**src/core/touch_pkg.sv**
```systemverilog
// constants, carriers and helper functions for the touch scan scheduler
// and strongest-touch selection; shared by the top and the selector
package touch_pkg;

    localparam int NUM_SENSORS = 8;
    localparam int CAP_W       = 16;
    localparam int ADDR_W      = 12;

    // register offsets
    localparam logic [11:0] ADDR_HARD_RESET   = 12'h000;
    localparam logic [11:0] ADDR_SOFT_RESET   = 12'h001;
    localparam logic [11:0] ADDR_POWER_CFG    = 12'h002;
    localparam logic [11:0] ADDR_SLEEP_WAIT   = 12'h003;
    localparam logic [11:0] ADDR_HOLD_TIME    = 12'h028;
    localparam logic [11:0] ADDR_TOUCH_CFG    = 12'h040;
    localparam logic [11:0] ADDR_SLEEP_PERIOD = 12'h056;
    localparam logic [11:0] ADDR_RANKING_CFG  = 12'h075;

    // field positions
    localparam int LOW_POWER_BIT    = 1;
    localparam int LIMIT_SINGLE_BIT = 8;
    localparam int LIMIT_TWO_BIT    = 9;
    localparam int RELATIVE_BIT     = 15;

    // reset values
    localparam logic [15:0] POWER_CFG_RST    = 16'h0000;
    localparam logic [15:0] SLEEP_WAIT_RST   = 16'h0000;
    localparam logic [15:0] HOLD_TIME_RST    = 16'h0000;
    localparam logic [15:0] TOUCH_CFG_RST    = 16'h0000;
    localparam logic [15:0] SLEEP_PERIOD_RST = 16'h0000;
    localparam logic [15:0] RANKING_CFG_RST  = 16'h0000;

    // timing
    localparam int CLK_PERIOD_NS        = 10;
    localparam int SCAN_PER_SENSOR_NS   = 2_000_000;
    localparam int MS_NS                = 1_000_000;
    localparam int SCAN_PER_SENSOR_CYC  = SCAN_PER_SENSOR_NS / CLK_PERIOD_NS;
    localparam int MS_CYC               = MS_NS / CLK_PERIOD_NS;

    typedef struct packed {
        logic [NUM_SENSORS-1:0][CAP_W-1:0] cap;
        logic [NUM_SENSORS-1:0][CAP_W-1:0] thr;
        logic [NUM_SENSORS-1:0]            touched;
    } sensor_sample_t;

    typedef struct packed {
        logic [15:0] power;
        logic [15:0] sleep_wait;
        logic [15:0] hold;
        logic [15:0] touch;
        logic [15:0] sleep_period;
        logic [15:0] ranking;
    } cfg_t;

    typedef enum logic [2:0] {
        PH_CAL   = 3'b001,
        PH_SCAN  = 3'b010,
        PH_SLEEP = 3'b100
    } phase_t;

    function automatic logic signed [CAP_W:0] strength(
        input logic [CAP_W-1:0] cap,
        input logic [CAP_W-1:0] thr,
        input logic             relative
    );
        logic signed [CAP_W:0] c;
        logic signed [CAP_W:0] t;
        c = $signed({1'b0, cap});
        t = $signed({1'b0, thr});
        return relative ? c - t : c;
    endfunction

    function automatic logic [3:0] count_active(input logic [NUM_SENSORS-1:0] mask);
        logic [3:0] n;
        n = 4'h0;
        for (int i = 0; i < NUM_SENSORS; i++) begin
            n = n + {3'h0, mask[i]};
        end
        return n;
    endfunction

    function automatic logic [NUM_SENSORS-1:0] one_hot(
        input logic [2:0] idx,
        input logic       valid
    );
        return valid ? (8'h01 << idx) : 8'h00;
    endfunction

endpackage

```
**src/core/strongest_select.sv**
```systemverilog
// ranks qualifying touches and returns the strongest and second strongest
// assumes a sample that is stable for the cycle in which it is read
`timescale 1ns/1ps
`default_nettype none
module strongest_select (
    input  wire touch_pkg::sensor_sample_t sample,
    input  wire logic                      relative,
    output logic [7:0]                     qualify,
    output logic [2:0]                     best_idx,
    output logic                           best_valid,
    output logic [2:0]                     second_idx,
    output logic                           second_valid
);
    logic signed [16:0] best_s;
    logic signed [16:0] second_s;
    logic signed [16:0] s;

    always_comb begin
        qualify      = 8'h00;
        best_idx     = 3'h0;
        best_valid   = 1'b0;
        second_idx   = 3'h0;
        second_valid = 1'b0;
        best_s       = '0;
        second_s     = '0;
        s            = '0;
        // ties go to the lower sensor index so ranking is deterministic
        for (int i = 0; i < touch_pkg::NUM_SENSORS; i++) begin
            s = touch_pkg::strength(sample.cap[i], sample.thr[i], relative);
            qualify[i] = sample.touched[i] && (sample.cap[i] > sample.thr[i]);
            if (qualify[i]) begin
                if (!best_valid || s > best_s) begin
                    second_idx   = best_idx;
                    second_valid = best_valid;
                    second_s     = best_s;
                    best_idx     = 3'(i);
                    best_valid   = 1'b1;
                    best_s       = s;
                end else if (!second_valid || s > second_s) begin
                    second_idx   = 3'(i);
                    second_valid = 1'b1;
                    second_s     = s;
                end
            end
        end
    end
endmodule
`default_nettype wire

```
**src/core/touch_scan_control.sv**
```systemverilog
// low power scan scheduler and selective touch filter
// assumes the converter delivers a settled sample on the same clock and
// that the serial interface turns host accesses into one-cycle strobes
//
// Overview of operation
// - power bit 1 enables sleep/scan alternation
// - scan lasts 2 ms per active sensor
// - sleep lasts sleep register value in ms
// - after touch, stay full power for wait time
// - unrestricted mode reports every above-threshold touch
// - single mode reports strongest above-threshold touch
// - two mode reports two strongest touches
// - relative modes rank capacitance minus threshold
// - touch bits 8/9 select single or two
// - limiting bits clear at power up
// - ranking bit 15 picks absolute or relative
// - stronger touch replaces only after hold time
// - hold time ignored in two strongest modes
// - soft reset restarts sequencing, keeps configuration
`timescale 1ns/1ps
`default_nettype none
module touch_scan_control #(
    parameter int unsigned SCAN_CYC = touch_pkg::SCAN_PER_SENSOR_CYC,
    parameter int unsigned MS_CYC   = touch_pkg::MS_CYC
) (
    input  wire logic                      clk_sys,
    input  wire logic                      reset,
    input  wire logic                      hardware_reset_pin_n,
    input  wire logic                      reg_wr,
    input  wire logic                      reg_rd,
    input  wire logic [11:0]               reg_addr,
    input  wire logic [15:0]               reg_wdata,
    input  wire logic [7:0]                sensor_active,
    input  wire touch_pkg::sensor_sample_t sample,
    output logic [15:0]                    reg_rdata,
    output logic                           scan_enable,
    output logic                           scan_done,
    output logic                           calib_restart,
    output logic [7:0]                     touch_report
);
    typedef struct packed {
        logic              pin_meta;
        logic              pin_sync;
        touch_pkg::cfg_t   cfg;
        touch_pkg::phase_t phase;
        logic [23:0]       scan_cnt;
        logic [23:0]       sleep_cnt;
        logic [15:0]       sleep_ms;
        logic [23:0]       tick_cnt;
        logic [15:0]       wait_ms;
        logic [2:0]        cur_idx;
        logic              cur_valid;
        logic [15:0]       hold_cnt;
        logic [7:0]        touch_report;
        logic              scan_enable;
        logic              scan_done;
        logic              calib_restart;
        logic [15:0]       reg_rdata;
    } state_t;

    localparam touch_pkg::cfg_t CFG_RST = '{
        power:        touch_pkg::POWER_CFG_RST,
        sleep_wait:   touch_pkg::SLEEP_WAIT_RST,
        hold:         touch_pkg::HOLD_TIME_RST,
        touch:        touch_pkg::TOUCH_CFG_RST,
        sleep_period: touch_pkg::SLEEP_PERIOD_RST,
        ranking:      touch_pkg::RANKING_CFG_RST
    };
    localparam logic [23:0] MS_LAST = 24'(MS_CYC - 1);

    state_t      st;
    state_t      next_st;
    logic [7:0]  qualify;
    logic [2:0]  best_idx;
    logic        best_valid;
    logic [2:0]  second_idx;
    logic        second_valid;
    logic [23:0] scan_total;
    logic        low_power;
    logic        mode_single;
    logic        mode_two;
    logic        relative;
    logic        scan_end;
    logic        ms_tick;
    logic        soft_hit;
    logic        hard_hit;
    logic [15:0] wait_after;

    function automatic logic [15:0] read_reg(input touch_pkg::cfg_t c, input logic [11:0] a);
        case (a)
            touch_pkg::ADDR_POWER_CFG:    return c.power;
            touch_pkg::ADDR_SLEEP_WAIT:   return c.sleep_wait;
            touch_pkg::ADDR_HOLD_TIME:    return c.hold;
            touch_pkg::ADDR_TOUCH_CFG:    return c.touch;
            touch_pkg::ADDR_SLEEP_PERIOD: return c.sleep_period;
            touch_pkg::ADDR_RANKING_CFG:  return c.ranking;
            default:                      return 16'h0000;
        endcase
    endfunction

    strongest_select u_select (
        .sample       (sample),
        .relative     (relative),
        .qualify      (qualify),
        .best_idx     (best_idx),
        .best_valid   (best_valid),
        .second_idx   (second_idx),
        .second_valid (second_valid)
    );

    always_comb begin
        low_power   = st.cfg.power[touch_pkg::LOW_POWER_BIT];
        // limiting mode decode; 1/1 falls to all-touch
        mode_single = st.cfg.touch[touch_pkg::LIMIT_SINGLE_BIT]
                      && !st.cfg.touch[touch_pkg::LIMIT_TWO_BIT];
        mode_two    = !st.cfg.touch[touch_pkg::LIMIT_SINGLE_BIT]
                      && st.cfg.touch[touch_pkg::LIMIT_TWO_BIT];
        relative    = st.cfg.ranking[touch_pkg::RELATIVE_BIT];
        scan_total  = 24'(touch_pkg::count_active(sensor_active) * SCAN_CYC);
        scan_end    = (scan_total == 24'h00_0000) || (st.scan_cnt >= scan_total - 24'h00_0001);
        ms_tick     = (st.tick_cnt == MS_LAST);
        soft_hit    = reg_wr && (reg_addr == touch_pkg::ADDR_SOFT_RESET);
        hard_hit    = (reg_wr && (reg_addr == touch_pkg::ADDR_HARD_RESET)) || !st.pin_sync;
        wait_after  = 16'h0000;

        next_st               = st;
        next_st.scan_done     = 1'b0;
        next_st.calib_restart = 1'b0;
        next_st.pin_meta      = hardware_reset_pin_n;
        next_st.pin_sync      = st.pin_meta;
        if (reg_rd) begin
            next_st.reg_rdata = read_reg(st.cfg, reg_addr);
        end
        if (reg_wr) begin
            case (reg_addr)
                touch_pkg::ADDR_POWER_CFG:    next_st.cfg.power        = reg_wdata;
                touch_pkg::ADDR_SLEEP_WAIT:   next_st.cfg.sleep_wait   = reg_wdata;
                touch_pkg::ADDR_HOLD_TIME:    next_st.cfg.hold         = reg_wdata;
                touch_pkg::ADDR_TOUCH_CFG:    next_st.cfg.touch        = reg_wdata;
                touch_pkg::ADDR_SLEEP_PERIOD: next_st.cfg.sleep_period = reg_wdata;
                touch_pkg::ADDR_RANKING_CFG:  next_st.cfg.ranking      = reg_wdata;
                default: ;
            endcase
        end

        unique case (st.phase)
            touch_pkg::PH_CAL: begin
                next_st.phase       = touch_pkg::PH_SCAN;
                next_st.scan_enable = 1'b1;
                next_st.scan_cnt    = 24'h00_0000;
            end
            touch_pkg::PH_SCAN: begin
                next_st.scan_cnt = st.scan_cnt + 24'h00_0001;
                next_st.tick_cnt = ms_tick ? 24'h00_0000 : st.tick_cnt + 24'h00_0001;
                if (ms_tick && st.wait_ms != 16'h0000) begin
                    next_st.wait_ms = st.wait_ms - 16'h0001;
                end
                if (scan_end) begin
                    next_st.scan_done = 1'b1;
                    next_st.scan_cnt  = 24'h00_0000;
                    wait_after        = next_st.wait_ms;
                    // touch rearms the full power wait
                    if (|qualify) begin
                        next_st.wait_ms  = st.cfg.sleep_wait;
                        next_st.tick_cnt = 24'h00_0000;
                        wait_after       = st.cfg.sleep_wait;
                    end
                    if (mode_single) begin
                        next_st.touch_report = touch_pkg::one_hot(best_idx, best_valid);
                        if (!best_valid) begin
                            next_st.cur_valid    = 1'b0;
                            next_st.hold_cnt     = 16'h0000;
                            next_st.touch_report = 8'h00;
                        end else if (!st.cur_valid || !qualify[st.cur_idx]
                                     || best_idx == st.cur_idx) begin
                            next_st.cur_idx   = best_idx;
                            next_st.cur_valid = 1'b1;
                            next_st.hold_cnt  = 16'h0000;
                        end else if (st.hold_cnt >= st.cfg.hold) begin
                            next_st.cur_idx  = best_idx;
                            next_st.hold_cnt = 16'h0000;
                        end else begin
                            next_st.hold_cnt     = st.hold_cnt + 16'h0001;
                            next_st.touch_report = touch_pkg::one_hot(st.cur_idx, 1'b1);
                        end
                    end else begin
                        next_st.hold_cnt  = 16'h0000;
                        next_st.cur_valid = 1'b0;
                        next_st.touch_report = mode_two
                            ? (touch_pkg::one_hot(best_idx, best_valid)
                               | touch_pkg::one_hot(second_idx, second_valid))
                            : qualify;
                    end
                    // sleep only once the wait has lapsed
                    if (low_power && wait_after == 16'h0000
                        && st.cfg.sleep_period != 16'h0000) begin
                        next_st.phase       = touch_pkg::PH_SLEEP;
                        next_st.scan_enable = 1'b0;
                        next_st.sleep_ms    = st.cfg.sleep_period;
                        next_st.sleep_cnt   = 24'h00_0000;
                    end
                end
            end
            touch_pkg::PH_SLEEP: begin
                // count sleep in 1 ms steps
                next_st.sleep_cnt = st.sleep_cnt + 24'h00_0001;
                if (st.sleep_cnt == MS_LAST) begin
                    next_st.sleep_cnt = 24'h00_0000;
                    next_st.sleep_ms  = st.sleep_ms - 16'h0001;
                end
                if (!low_power || (st.sleep_cnt == MS_LAST && st.sleep_ms <= 16'h0001)) begin
                    next_st.phase       = touch_pkg::PH_SCAN;
                    next_st.scan_enable = 1'b1;
                    next_st.scan_cnt    = 24'h00_0000;
                    next_st.tick_cnt    = 24'h00_0000;
                end
            end
            default: begin
                next_st.phase = touch_pkg::PH_CAL;
            end
        endcase

        // restart sequencing, configuration survives a soft reset
        if (soft_hit || hard_hit) begin
            next_st.phase         = touch_pkg::PH_CAL;
            next_st.calib_restart = 1'b1;
            next_st.scan_enable   = 1'b0;
            next_st.scan_done     = 1'b0;
            next_st.scan_cnt      = 24'h00_0000;
            next_st.sleep_cnt     = 24'h00_0000;
            next_st.sleep_ms      = 16'h0000;
            next_st.tick_cnt      = 24'h00_0000;
            next_st.wait_ms       = 16'h0000;
            next_st.cur_valid     = 1'b0;
            next_st.cur_idx       = 3'h0;
            next_st.hold_cnt      = 16'h0000;
            next_st.touch_report  = 8'h00;
        end
        if (hard_hit) begin
            next_st.cfg = CFG_RST;
        end
    end

    always_ff @(posedge clk_sys) begin
        if (reset) begin
            st          <= '0;
            st.cfg      <= CFG_RST;
            st.pin_meta <= 1'b1;
            st.pin_sync <= 1'b1;
            st.phase    <= touch_pkg::PH_CAL;
        end else begin
            st <= next_st;
        end
    end

    assign reg_rdata     = st.reg_rdata;
    assign scan_enable   = st.scan_enable;
    assign scan_done     = st.scan_done;
    assign calib_restart = st.calib_restart;
    assign touch_report  = st.touch_report;
endmodule
`default_nettype wire

```
**config.mk**
```make
export PLATFORM = sky130hd
export DESIGN_NAME = touch_scan_control
export DESIGN_NICKNAME = d
export VERILOG_FILES = /design/src/core/touch_pkg.sv /design/src/core/strongest_select.sv /design/src/core/touch_scan_control.sv
export SDC_FILE = /design/constraint.sdc
export NUM_CORES = 2
export LEC_CHECK = 0
export BUFFER_PORTS_ARGS = -buffer_cell sky130_fd_sc_hd__buf_4
export CAP_MARGIN = 40
export CORE_MARGIN = 1
export CORE_UTILIZATION = 55
export CTS_CLUSTER_SIZE = 40
export DETAILED_ROUTE_END_ITERATION = 12
export PLACE_DENSITY = 0.71
export SLEW_MARGIN = 0
export SYNTH_ARGS = -nofsm -noshare
export SYNTH_HDL_FRONTEND = slang
export SYNTH_SLANG_ARGS = --single-unit
```
**constraint.sdc**
```tcl
create_clock -name clk_sys -period 29.3 [get_ports clk_sys]
set_clock_uncertainty 0.05 [all_clocks]
set_input_delay 8.79 -clock clk_sys [delete_from_list [all_inputs] [get_ports clk_sys]]
set_output_delay 8.79 -clock clk_sys [all_outputs]
set_load 0.05 [all_outputs]
```
==> flow_summary.yaml <==
global_routing:
  grt_overflow: 0
  grt_max_degree: 83
  antenna_found_initial: 4
  grt_pass1_wl_um: 168000
  first_global_vias: 30867
  grtUsageTotal_pct: 36.13
detailed_routing:
  drtPass1Iterations: 7
  wl_per_cell_um: 20.20
  drc_errors: 0
  vias: 33936
  ant_nets: 0
  viasPerCell: 6.343
  drt_iter0_drc: 3118
  wl_um: 108100
sta:
  hold_violations: 0
  min_period_ps: 28190
  tightest_slew_ps: 968.1
  slew_headroom_pct: 34.78
  maxSlewViolCount: 0
  setup_viol: 0
  tns_ps: 0
  max_freq_mhz: 35.47
  rsz0062_at_grt: "no"
  post-route-period-util_pct: 96.23
setup_path:
  cp_data_arrival_time_ps: 28550
  cpMostUsedCell: "ha_1"
  setup.worst_path.end_class: "flip-flop"
  worst_setup_path_start_kind: "input pin"
  slowest_delay_ps: 580
  worst_path_dominant_cell_family: "compound AO/OA/AOI/OAI gates"
  crit_start: "sample[136]"
  path_buf_inv: 12
  cp_slowest_cell: "nor2_1"
  critPathKind: "input pin to flip-flop"
  required_ps: 29650
  cp_max_fo: 19
  r2r_start: "relative"
die:
  die-area_um2: 57620
  row_count: 86
  core_area_um2: 55520
  io-pin-count: 332
  die_x_um: 240.0
  start_util_pct: 56.13
  dieHeight_um: 240.0
placement:
  dp_cells: 5299
  place_hpwl_um: 86110
  gp_congestion: 1.124
  dpl-instance-area_um2: 34450
  io_buffers: 331
clocking:
  cts_tree: "yes"
  ctsHoldBuffers: 0
  clk_latency_ps: 560
  clkSlewWorstSetupHoldPaths_ps: 60
  clockBufferDepth: 3
  cts_made_buffers: 25
  cts_sinks: 252
  cts-htree-levels: 1
  clockRootBuffer: "clkbuf_16"
finish:
  final_common_cell: "nand2_1"
  area_growth_pct: 13.43
  fin_area_um2: 35350
  final_cell_mix: "523 x nand2_1, 418 x buf_4, 416 x a21oi_1"
  final_layout_size_suffix_gt1_share_pct: 13.79
  nNetsFinal: 5312
  fin_cells: 5350
logic_synthesis:
  netlist_area_um2: 31160
  yosysTopAreaCellShare_pct: 16.50
  synth_cell_types: 109
  synthArstFlopShare_pct: 0
  syn_avg_cell_area_um2: 7.181
  synth-edff-count: 0
  synth_area_leaders: "ha_1 17%, dfxtp_1 16%, a21oi_1 6.7%"
  synth_cells: 4340
  synth_nets: 5069
  synth_seq_cells: 252
  ys.flop_type: "dfxtp_1"
  yosysWarnings: 0
  yosysSeqAreaShare_pct: 16.19
  synth_top_area_cell: "ha_1"
job:
  cap_violations: 0
power_and_ir_drop:
  power.internal_w: 0.0008371
  p_sw_share_pct: 42.10
  cellLeakagePower_nw: 15.19
  combPwrFrac_pct: 54.5
  switching_power_w: 0.0006086
  p_per_area_nw_per_um2: 40.90
  p_clk_share_pct: 21.6
  seqPwrFrac_pct: 23.9
  ir_worst_vdd_mv: 0.04227
min_path:
  hp-class: "flip-flop to flip-flop"
  hold_start: "next_st[250]"
outcome:
  status: "finished clean"
==> path summary, 6_finish.rpt <==
check | endpoint | slack [ps] | cells past startpoint
setup / recovery | touch_report[2] | 1110 | 90
hold / removal | st[250] | 380 | 1
setup reg to reg | touch_report[2] | 9570 | 83
hold reg to reg | st[250] | 380 | 1
==> worst register-to-register path: cells and delay by family (launching register included) <==
kind                     cells  cell delay [ps]
AO/OA/AOI/OAI               37             8010
adder cells (fa/ha/maj)      7             2070
buffers and inverters       10             2730
flip-flops                   1              490
multiplexers                 3              860
AND/OR/NAND/NOR             26             5360
==> metal layers <==
| metal | GRT usage, % | vias to the layer above | part of all wire [%] |
|---|---|---|---|
| met5 | 0 | - | 0 |
| met4 | 14.13 | 0 | 4.3 |
| met3 | 5.614 | 257 | 9.1 |
| met2 | 56.49 | 1573 | 43 |
| met1 | 49.51 | 15788 | 43 |
| li1 | - | 16318 | - |
==> power by group through the flow <==
stage               clock network, W  logic [W]  registers [W]
CTS                         0.000315   0.000766       0.000346
global route                0.000329   0.000866       0.000346
detailed placement                 0   0.000760       0.000354
global placement                   0   0.000752       0.000354
finish                      0.000312   0.000788       0.000346
floorplan                          0   0.000541       0.000354
==> cell usage after synthesis (25+ instances only) <==
master,instances
mux2_2,79
nand2_1,524
mux2i_1,50
a311oi_1,28
nor3b_1,28
and2_1,25
buf_4,28
dfxtp_1,252
nor3_1,104
o21ai_0,237
nor2b_1,54
xnor2_1,82
a211oi_1,39
a221oi_1,27
a22oi_1,31
inv_1,302
a221o_1,33
nand3_1,130
ha_1,411
a21o_1,106
a21oi_1,418
nor4_1,37
clkbuf_1,150
nor2_1,378
nand4_1,57
xor2_1,48
o211ai_1,27
nand2b_1,46
and3_1,69
o31ai_1,28
a31oi_1,56
o21a_1,48
or3_1,32
==> per-stage QoR <==
step | util [%] | hold slack, ps | total power [W] | setup slack (ps)
6_report | 63.67 | 381.8 | 0.001446 | 1106
5_1_grt | 63.67 | 386.3 | 0.001541 | 10.81
4_1_cts | 63.44 | 377.9 | 0.001427 | 733.9
3_5_place_dp | 62.05 | 359.8 | 0.001114 | 296.9
3_3_place_gp | 61.90 | 360.9 | 0.001106 | 561.1
2_1_floorplan | - | 339.5 | 0.0008952 | 1779
==> flip-flops by register name, indices dropped and copies added (netlist names) <==
name and flops:
scan_done 1, st 222, scan_enable 1, low_power 1
next_st 1, relative 1, calib_restart 1, reg_rdata 16
touch_report 8
==> cell families after synthesis <==
logic type | after synthesis | synth area share, %
and+or+nand+nor | 1570 | 23.99
xor gates and xnor gates | 130 | 3.653
AOI/OAI and AO/OA | 1315 | 27.59
DFF | 252 | 16.19
buffers and inverters | 517 | 6.685
adders and majority gates | 426 | 17.40
muxes | 130 | 4.497
==> area by class of cell <==
type	instances	area, um^2
clock inverter	8	90.09
sequential	252	5049
tap	748	935.9
multi-input combinational	3571	24170
clock buffer	34	679.4
inverter	305	1145
fill	5305	20170
timing repair buffer	428	3267
antenna	4	10.01
==> timing repair <==
action,in CTS,in global routing
endpoints found under the setup margin,0,27
hold endpoints to repair,0,0
setup buffers,0,5
gates resized for setup,0,19
Note: power is estimated with default switching activity, not from simulation.
